<file path="config.mk">
export PLATFORM = sky130hd
export DESIGN_NAME = mds_selector
export DESIGN_NICKNAME = d
export VERILOG_FILES = /design/src/design/mds_pkg.sv /design/src/design/mds_selector.sv /design/src/design/mds_sync.sv
export VERILOG_INCLUDE_DIRS = /design/src /design/src/design
export SDC_FILE = /design/constraint.sdc
export NUM_CORES = 2
export LEC_CHECK = 0
export BUFFER_PORTS_ARGS = -buffer_cell sky130_fd_sc_hd__buf_2
export CAP_MARGIN = 20
export CORE_UTILIZATION = 40
export CTS_CLUSTER_DIAMETER = 50
export DETAILED_ROUTE_END_ITERATION = 10
export PLACE_DENSITY = 0.56
export SETUP_SLACK_MARGIN = 0.1
export SKIP_LAST_GASP = 1
export SLEW_MARGIN = 20
export SYNTH_ARGS = -nofsm -noshare
export SYNTH_HDL_FRONTEND = slang
export SYNTH_SLANG_ARGS = --single-unit
</file>
<file path="constraint.sdc">
create_clock -name i_clk -period 55.3 [get_ports i_clk]
set_input_delay 2.765 -clock i_clk [delete_from_list [all_inputs] [get_ports i_clk]]
set_output_delay 2.765 -clock i_clk [all_outputs]
set_load 0.05 [all_outputs]
</file>
<file path="src/design/mds_regs.svh">
`ifndef MDS_REGS_SVH
`define MDS_REGS_SVH

// ***************************************************************
// Parameter numbers, used directly as register addresses
// ***************************************************************
`define MDS_ADDR_W        10
`define MDS_NSETS         8
`define MDS_P_CTRL_MODE   10'h000
`define MDS_P_SET_BASE    10'h2BC
`define MDS_P_SET_SPAN    10'h040
`define MDS_P_STARTUP     10'h2FC
`define MDS_P_ACCEL       10'h2FD
`define MDS_P_DECEL       10'h2FE
`define MDS_P_EMG_DECEL   10'h2FF
`define MDS_P_GEAR_NUM    10'h300
`define MDS_P_GEAR_DEN    10'h301
`define MDS_P_STATUS      10'h3F0
`define MDS_P_REBOOT      10'h3F1

// ***************************************************************
// Field positions and codes
// ***************************************************************
`define MDS_F_TYPE        2'h0
`define MDS_F_POS_LO      2'h1
`define MDS_F_POS_HI      2'h2
`define MDS_F_SPEED       2'h3
`define MDS_MODE_DIGIT_LO 4
`define MDS_MODE_DIGIT_HI 7
`define MDS_MODE_SEQ      4'hC
`define MDS_STARTUP_SINGLE 4'h0

// ***************************************************************
// Ranges and reset values
// ***************************************************************
`define MDS_TYPE_MAX      32'h0000_0002
`define MDS_POS_MAX       32'sh0001_869F
`define MDS_POS_SCALE     32'sh0000_2710
`define MDS_SPEED_MAX     32'h0000_1770
`define MDS_RATE_MIN      32'h0000_0001
`define MDS_RATE_MAX      32'h0000_EA60
`define MDS_GEAR_MAX      32'h0000_FFFF
`define MDS_DEF_ACCEL     16'h2710
`define MDS_DEF_DECEL     16'h2710
`define MDS_DEF_EMG       16'hEA60
`define MDS_DEF_GEAR_NUM  16'h0002
`define MDS_DEF_GEAR_DEN  16'h0001
`define MDS_DEF_CTRL_MODE 16'h0000
`define MDS_DEF_STARTUP   16'h0000

`endif

</file>
<file path="src/design/mds_pkg.sv">
`include "mds_regs.svh"

package mds_pkg;

  typedef enum logic [1:0] {
    MDS_SET_INVALID = 2'h0,
    MDS_SET_ABS     = 2'h1,
    MDS_SET_REL     = 2'h2
  } mds_kind_t;

  typedef enum logic [1:0] {
    MDS_IDLE = 2'b01,
    MDS_BUSY = 2'b10
  } mds_fsm_t;

  typedef struct packed {
    logic [1:0]  kind;
    logic [17:0] pos_lo;
    logic [17:0] pos_hi;
    logic [12:0] speed;
  } mds_set_t;

  typedef struct packed {
    mds_set_t [`MDS_NSETS-1:0] set;
    logic [15:0] accel;
    logic [15:0] decel;
    logic [15:0] emg_decel;
    logic [15:0] gear_num;
    logic [15:0] gear_den;
    logic [15:0] ctrl_mode;
    logic [15:0] startup;
  } mds_params_t;

  function automatic mds_params_t mds_defaults();
    mds_params_t p;
    p           = '0;
    p.accel     = `MDS_DEF_ACCEL;
    p.decel     = `MDS_DEF_DECEL;
    p.emg_decel = `MDS_DEF_EMG;
    p.gear_num  = `MDS_DEF_GEAR_NUM;
    p.gear_den  = `MDS_DEF_GEAR_DEN;
    p.ctrl_mode = `MDS_DEF_CTRL_MODE;
    p.startup   = `MDS_DEF_STARTUP;
    return p;
  endfunction

endpackage

</file>
<file path="src/design/mds_selector.sv">
// Local design decisions: the placing of the registers and the strobed register port.
`timescale 1ns/1ps
`default_nettype none
`include "mds_regs.svh"

// Notes on behaviour
// - Set type 0 is invalid, 1 absolute move, 2 relative move.
// - Target is low part plus high part times 10000; each within 99999.
// - Set n parameters start at 700 plus 8n, four consecutive numbers.
// - Shared acceleration 1 to 60000, default 10000.
// - Shared deceleration 1 to 60000, default 10000.
// - Host holds run-enable on; device stops motor when it goes off.
// - Select bits 2..0 give binary set number, bit 0 least significant.
// - Rising step edge with run-enable on launches the selected set.
// - Fourth select line is select bit 3; sets 8 to 15 hold no data and never launch.
// - Active only when control mode second digit is C.
// - A launched set runs alone; no following set starts.
module mds_selector
  import mds_pkg::*;
(
  input  wire logic                   i_clk,
  input  wire logic                   i_resetn,
  input  wire logic [`MDS_ADDR_W-1:0] i_addr,
  input  wire logic [31:0]            i_wr_data,
  input  wire logic                   i_wr_en,
  input  wire logic                   i_rd_en,
  output logic      [31:0]            o_rd_data,
  input  wire logic                   i_set_select_bit0_n,
  input  wire logic                   i_set_select_bit1_n,
  input  wire logic                   i_set_select_bit2_n,
  input  wire logic                   i_set_select_bit3_n,
  input  wire logic                   i_run_enable_n,
  input  wire logic                   i_step_n,
  input  wire logic                   i_move_done,
  output logic                        o_launch,
  output logic      [3:0]             o_set_num,
  output logic      [1:0]             o_set_type,
  output logic      [31:0]            o_target_pos,
  output logic      [12:0]            o_speed,
  output logic      [15:0]            o_accel,
  output logic      [15:0]            o_decel,
  output logic      [15:0]            o_emg_decel,
  output logic      [15:0]            o_gear_num,
  output logic      [15:0]            o_gear_den,
  output logic                        o_stop,
  output logic                        o_busy,
  output logic                        o_mode_active
);

  // ***************************************************************
  // State
  // ***************************************************************
  typedef struct packed {
    mds_params_t store;
    mds_params_t work;
    mds_fsm_t    fsm;
    logic        step_prev;
    logic        launch;
    logic        stop;
    logic [3:0]  set_num;
    logic [1:0]  kind;
    logic [31:0] target;
    logic [12:0] speed;
    logic [31:0] rdata;
  } mds_state_t;

  mds_state_t q;
  mds_state_t d;

  logic       rst_n;
  logic [5:0] pins_s;
  logic [3:0] sel;
  logic       run_on;
  logic       step_on;
  logic       step_rise;
  logic       mode_act;
  logic       can_launch;
  logic [9:0] set_off;
  logic       in_set;
  logic [2:0] sn;
  logic [1:0] fld;
  logic signed [31:0] wr_s;
  logic       pos_ok;
  logic       rate_ok;
  logic       gear_ok;
  mds_set_t   pick;
  mds_set_t   rd_set;

  // ***************************************************************
  // Reset release and input synchronisers
  // ***************************************************************
  mds_sync #(.W(1), .RST_VAL(1'b0)) u_rst_sync (
    .i_clk   (i_clk),
    .i_rst_n (i_resetn),
    .i_d     (1'b1),
    .o_q     (rst_n)
  );

  // Idle pins read as high, so nothing looks active during reset
  mds_sync #(.W(6), .RST_VAL(6'h3F)) u_pin_sync (
    .i_clk   (i_clk),
    .i_rst_n (rst_n),
    .i_d     ({i_step_n, i_run_enable_n, i_set_select_bit3_n,
               i_set_select_bit2_n, i_set_select_bit1_n,
               i_set_select_bit0_n}),
    .o_q     (pins_s)
  );

  assign sel       = ~pins_s[3:0];
  assign run_on    = ~pins_s[4];
  assign step_on   = ~pins_s[5];
  assign step_rise = step_on & ~q.step_prev;

  assign mode_act = (q.work.ctrl_mode[`MDS_MODE_DIGIT_HI:`MDS_MODE_DIGIT_LO]
                     == `MDS_MODE_SEQ) &&
                    (q.work.startup[3:0] == `MDS_STARTUP_SINGLE);

  // Only sets 0..7 hold parameters here; higher numbers never launch
  assign pick = q.work.set[sel[2:0]];
  assign can_launch = mode_act && run_on && step_rise &&
                      (q.fsm == MDS_IDLE) && !sel[3] &&
                      (pick.kind != MDS_SET_INVALID);

  // ***************************************************************
  // Parameter address decode and range checks
  // ***************************************************************
  assign set_off = 10'(i_addr - `MDS_P_SET_BASE);
  assign in_set  = (i_addr >= `MDS_P_SET_BASE) &&
                   (set_off < `MDS_P_SET_SPAN) && !set_off[2];
  assign sn      = set_off[5:3];
  assign fld     = set_off[1:0];
  assign rd_set  = q.store.set[sn];

  assign wr_s    = $signed(i_wr_data);
  assign pos_ok  = (wr_s >= -`MDS_POS_MAX) && (wr_s <= `MDS_POS_MAX);
  assign rate_ok = (i_wr_data >= `MDS_RATE_MIN) &&
                   (i_wr_data <= `MDS_RATE_MAX);
  assign gear_ok = (i_wr_data >= `MDS_RATE_MIN) &&
                   (i_wr_data <= `MDS_GEAR_MAX);

  // ***************************************************************
  // Next state
  // ***************************************************************
  always_comb begin
    d           = q;
    d.launch    = 1'b0;
    d.rdata     = 32'h0000_0000;
    d.step_prev = step_on;

    // Out-of-range writes are dropped so the store never holds junk
    if (i_wr_en) begin
      if (in_set) begin
        case (fld)
          `MDS_F_TYPE: begin
            if (i_wr_data <= `MDS_TYPE_MAX) begin
              d.store.set[sn].kind = i_wr_data[1:0];
            end
          end
          `MDS_F_POS_LO: begin
            if (pos_ok) begin
              d.store.set[sn].pos_lo = i_wr_data[17:0];
            end
          end
          `MDS_F_POS_HI: begin
            if (pos_ok) begin
              d.store.set[sn].pos_hi = i_wr_data[17:0];
            end
          end
          default: begin
            if (i_wr_data <= `MDS_SPEED_MAX) begin
              d.store.set[sn].speed = i_wr_data[12:0];
            end
          end
        endcase
      end else begin
        case (i_addr)
          `MDS_P_CTRL_MODE: d.store.ctrl_mode = i_wr_data[15:0];
          `MDS_P_STARTUP:   d.store.startup   = i_wr_data[15:0];
          `MDS_P_ACCEL: begin
            if (rate_ok) begin
              d.store.accel = i_wr_data[15:0];
            end
          end
          `MDS_P_DECEL: begin
            if (rate_ok) begin
              d.store.decel = i_wr_data[15:0];
            end
          end
          `MDS_P_EMG_DECEL: begin
            if (rate_ok) begin
              d.store.emg_decel = i_wr_data[15:0];
            end
          end
          `MDS_P_GEAR_NUM: begin
            if (gear_ok) begin
              d.store.gear_num = i_wr_data[15:0];
            end
          end
          `MDS_P_GEAR_DEN: begin
            if (gear_ok) begin
              d.store.gear_den = i_wr_data[15:0];
            end
          end
          `MDS_P_REBOOT: begin
            // Same effect as a power reboot on the working copy
            if (i_wr_data[0]) begin
              d.work = q.store;
              d.fsm  = MDS_IDLE;
            end
          end
          default: ;
        endcase
      end
    end

    if (i_rd_en) begin
      if (in_set) begin
        case (fld)
          `MDS_F_TYPE:   d.rdata = {30'h0, rd_set.kind};
          `MDS_F_POS_LO: d.rdata = 32'($signed(rd_set.pos_lo));
          `MDS_F_POS_HI: d.rdata = 32'($signed(rd_set.pos_hi));
          default:       d.rdata = {19'h0, rd_set.speed};
        endcase
      end else begin
        case (i_addr)
          `MDS_P_CTRL_MODE: d.rdata = {16'h0, q.store.ctrl_mode};
          `MDS_P_STARTUP:   d.rdata = {16'h0, q.store.startup};
          `MDS_P_ACCEL:     d.rdata = {16'h0, q.store.accel};
          `MDS_P_DECEL:     d.rdata = {16'h0, q.store.decel};
          `MDS_P_EMG_DECEL: d.rdata = {16'h0, q.store.emg_decel};
          `MDS_P_GEAR_NUM:  d.rdata = {16'h0, q.store.gear_num};
          `MDS_P_GEAR_DEN:  d.rdata = {16'h0, q.store.gear_den};
          `MDS_P_STATUS:    d.rdata = {20'h0, q.set_num, 2'h0,
                                       q.fsm == MDS_BUSY, q.stop,
                                       run_on, mode_act, step_on,
                                       1'b0};
          default:          d.rdata = 32'h0000_0000;
        endcase
      end
    end

    // Motion control: one set per step edge, host sequences the rest
    d.stop = mode_act && !run_on;
    case (q.fsm)
      MDS_IDLE: begin
        if (can_launch) begin
          d.launch  = 1'b1;
          d.fsm     = MDS_BUSY;
          d.set_num = sel;
          d.kind    = pick.kind;
          d.speed   = pick.speed;
          d.target  = 32'($signed(pick.pos_hi)) * `MDS_POS_SCALE
                    + 32'($signed(pick.pos_lo));
        end
      end
      MDS_BUSY: begin
        if (!run_on || !mode_act || i_move_done) begin
          d.fsm = MDS_IDLE;
        end
      end
      default: d.fsm = MDS_IDLE;
    endcase
  end

  always_ff @(posedge i_clk or negedge rst_n) begin
    if (!rst_n) begin
      q           <= '0;
      q.store     <= mds_defaults();
      q.work      <= mds_defaults();
      q.fsm       <= MDS_IDLE;
    end else begin
      q <= d;
    end
  end

  // ***************************************************************
  // Outputs
  // ***************************************************************
  assign o_rd_data     = q.rdata;
  assign o_launch      = q.launch;
  assign o_set_num     = q.set_num;
  assign o_set_type    = q.kind;
  assign o_target_pos  = q.target;
  assign o_speed       = q.speed;
  assign o_accel       = q.work.accel;
  assign o_decel       = q.work.decel;
  assign o_emg_decel   = q.work.emg_decel;
  assign o_gear_num    = q.work.gear_num;
  assign o_gear_den    = q.work.gear_den;
  assign o_stop        = q.stop;
  assign o_busy        = (q.fsm == MDS_BUSY);
  assign o_mode_active = mode_act;

endmodule

`default_nettype wire

</file>
<file path="src/design/mds_sync.sv">
`timescale 1ns/1ps
`default_nettype none

// ***************************************************************
// Two-flop synchroniser, also used to release the reset
// ***************************************************************
module mds_sync #(
  parameter int         W       = 1,
  parameter logic [W-1:0] RST_VAL = '0
) (
  input  wire logic         i_clk,
  input  wire logic         i_rst_n,
  input  wire logic [W-1:0] i_d,
  output logic      [W-1:0] o_q
);

  logic [W-1:0] meta_q;
  logic [W-1:0] sync_q;

  always_ff @(posedge i_clk or negedge i_rst_n) begin
    if (!i_rst_n) begin
      meta_q <= RST_VAL;
      sync_q <= RST_VAL;
    end else begin
      meta_q <= i_d;
      sync_q <= meta_q;
    end
  end

  assign o_q = sync_q;

endmodule

`default_nettype wire

</file>
==> key figures <==
GRT
  • Final global-route overflow total: 0
  • First-pass GRT wire length: 264,000 um
  • Overall routing resource usage: 25.7%
  • Vias in the first global route: 39,440
  • Initial antenna violation count: 7
  • Largest net degree at the start of global routing: 204

Pwr
  • Static leakage: ~32 nW
  • PwrDens: 30.1 nW/um2
  • Peak VDD IR: 0.0261 mV

Yosys
  • Yosys warns: 0
  • Post-synthesis cell count: 5,360
  • Synthesis-stage register bit count: 1,104
  • Synth Area per Inst: slightly above 10 um2
  • Post-Syn Area: around 55,000 um2
  • Distinct cells, synth: 80
  • Post-synth ARST share: 100%
  • Post-synthesis sequential area ratio: 50.6%
  • Synth Flop Type: dfrtp_1
  • Synth area leaders: dfrtp_1 (48%), nand2_1 (13%), mux2_2 (7.2%), mux4_2 (5.1%), ha_1 (2.9%)
  • Most frequent cell after synthesis: nand2_1
  • Number of synthesized flops with an enable pin: 0
  • Area leader, netlist: dfrtp_1
  • Top-area cell type share of the netlist area: 48.2%
  • Syn Nets: 5,589
  • Most frequent cells after synthesis: nand2_1 (1,832), dfrtp_1 (1,053), mux2_2 (349)

Clock network
  • Resize count post-CTS: 0
  • Clk slew on worst S/H paths: 0.06 ns
  • CTS root buffer: clkbuf_16
  • Worst-skew pair later-pin latency: 0.78 ns
  • Clock Tree Buf Depth: 3
  • CTS sink cnt: 1,104
  • CTS buffer count: 136
  • CTS tree: yes
  • Post-CTS setup buffer count: 0
  • H-tree levels: 4
  • # hold bufs at CTS: 0

Route
  • Router iterations before antenna repair: 8
  • Antenna Nets Post-Route: 0
  • Residual DRC count: 0
  • Final wirelength: 176,000 um
  • Vias per cell: 5.55
  • Via count: around 40,000
  • Metal3 WL: 11,400 um
  • Top layer in use: met4
  • Met1 WL: between 70,000 and 80,000 um
  • DR iter-0 viols: 4,019
  • Routed len/inst: between 20 and 25 um
  • Met2 WL: 79,700 um

Min path
  • Hold path cells: 0
  • Worst hold path type: register to register

Placed design
  • IO buf count: 219
  • DP HPWL: around 110,000 um
  • Routability cong.: 0.840

Critical path
  • Crit start category: register
  • R2r worst-path depth: 30
  • Crit-path max FO: 39
  • CP Capture Type: register
  • Cell repeated most along the worst path: ha_1
  • Worst path arrival time: about 10 ns
  • WP data required: approximately 56 ns
  • CP max stage cell: buf_4
  • Worst path max stage delay: 0.82 ns
  • Crit path kind: register to register

Floorplanning
  • IO Count: 220
  • CORE AREA: 136,000 um2
  • Die H: 372 um
  • Initial Util: 40.3%
  • Die area: 138,000 um2
  • Row cnt: ~140
  • Die Wd: 372 um

Layout
  • Final design utilization: 45.0%
  • Share of cells above drive strength 1: a little over 20%
  • Area growth syn-to-layout: 11.5%
  • FILL cells: 12,872
  • Nets: 5,532

STA
  • Tcrit/Tclk final: about 17%
  • Setup_tns: 0 ns
  • Minimum clock period: 9.41 ns
  • Setup-failing EPs final: 0
  • Worst-margin pin slew: approximately 1.2 ns
  • RSZ-0062 raised after global routing: false
  • Fmax: about 110 MHz
  • Hold Vio Cnt, Final: 0
  • Final Skew: 0.0351 ns
  • Slew Limit Fails: 0
  • Max transition margin: roughly 20%
  • Fin Hold WS: 0.347 ns

Job
  • Max cap viols: 0

Outcome
  • Status: finished clean
-- per-stage QoR --
stage / std cells / cell area [um2] / power [mW] / setup slack [ns]
after floorplan: 5360 / 54700 / 0.883 / 22.34
after global placement: 6943 / 56300 / 0.927 / 45.93
after detailed placement: 6945 / 56300 / 0.927 / 45.89
after CTS: 7188 / 61000 / 1.85 / 45.86
after global routing: 7190 / 61000 / 1.89 / 45.23
final: 7192 / 61000 / 1.84 / 45.89
-- routing by layer --
metal	track usage [%]	vias up
li1	-	17816
met1	35.9	20372
met2	39.8	1398
met3	4.27	304
met4	9.94	0
met5	0	-
-- path summary, 6_finish.rpt --
kind	slack, ns	endpoint	start
setup / recovery	45.89	o_target_pos[31]	u_pin_sync.o_q[0]
hold / removal	0.35	u_rst_sync.o_q	u_rst_sync.meta_q
setup reg to reg	45.89	o_target_pos[31]	u_pin_sync.o_q[0]
hold reg to reg	0.35	u_rst_sync.o_q	u_rst_sync.meta_q
max in group asynchronous	51.07	q[536]	u_rst_sync.o_q
min in group asynchronous	0.39	asynchronous set/reset pin	u_rst_sync.o_q
-- report_power, final --
group / internal [mW] / total (mW) / switching [mW]
Clock: 0.555 / 0.925 / 0.370
Combinational: 0.0216 / 0.0975 / 0.0759
Sequential: 0.811 / 0.816 / 0.00441
Total: 1.39 / 1.84 / 0.451
-- layout by cell type (no fill, tap or decap), types with 17 or more instances in the layout --
cell type and instances:
mux2i_1 40, buf_4 80, a21oi_1 142, a22oi_1 19, clkbuf_8 21, nand2_1 1830
clkbuf_1 28, inv_1 130, dfstp_2 48, buf_2 219, xnor2_1 24, nor2_1 159
a31oi_1 48, o22ai_1 33, o21ai_0 114, mux4_2 125, o221ai_1 21, and2_1 20
a311oi_1 18, nor3_1 65, nand4_1 17, nand3_1 35, clkbuf_16 137, mux2_1 115
mux2_2 349, dfrtp_1 1052, fa_1 51, a211oi_1 24, ha_1 124
-- critical path: cells and delay by family (launching register included) --
kind / cells / cell delay, ns
multiplexers: 2 / 1.02
AND/OR/NAND/NOR: 3 / 0.36
flip-flops: 1 / 0.77
XOR/XNOR: 3 / 0.52
buffers and inverters: 5 / 1.67
adder cells (fa/ha/maj): 7 / 2.91
AO/OA/AOI/OAI: 10 / 1.91
-- area by class of cell --
type | instances | area, um2 | share of cell area [%]
clock buffers | 186 | 3820 | 6.27
well taps | 1781 | 2230 | 3.65
multi-input cells | 3620 | 24000 | 39.3
flip-flops and latches | 1104 | 27700 | 45.4
diodes | 3 | 7.51 | 0.0123
repair buffers | 310 | 1900 | 3.11
inverters | 131 | 492 | 0.806
clock inverters | 57 | 840 | 1.38
-- cell families (layout without fill, tap and decap cells) --
| kind of cell | after synthesis | in the layout | synth area share (%) |
|---|---|---|---|
| xor gates and xnor gates | 39 | 39 | 0.649 |
| adders and majority gates | 176 | 176 | 4.72 |
| DFF | 1104 | 1104 | 50.6 |
| and+or+nand+nor | 2222 | 2222 | 16.3 |
| AOI/OAI and AO/OA | 553 | 553 | 6.53 |
| other | 1 | 4 | 0.00685 |
| buffers and inverters | 636 | 684 | 5.75 |
| muxes | 629 | 629 | 15.4 |
No activity file was read; power rests on OpenSTA's default activity.
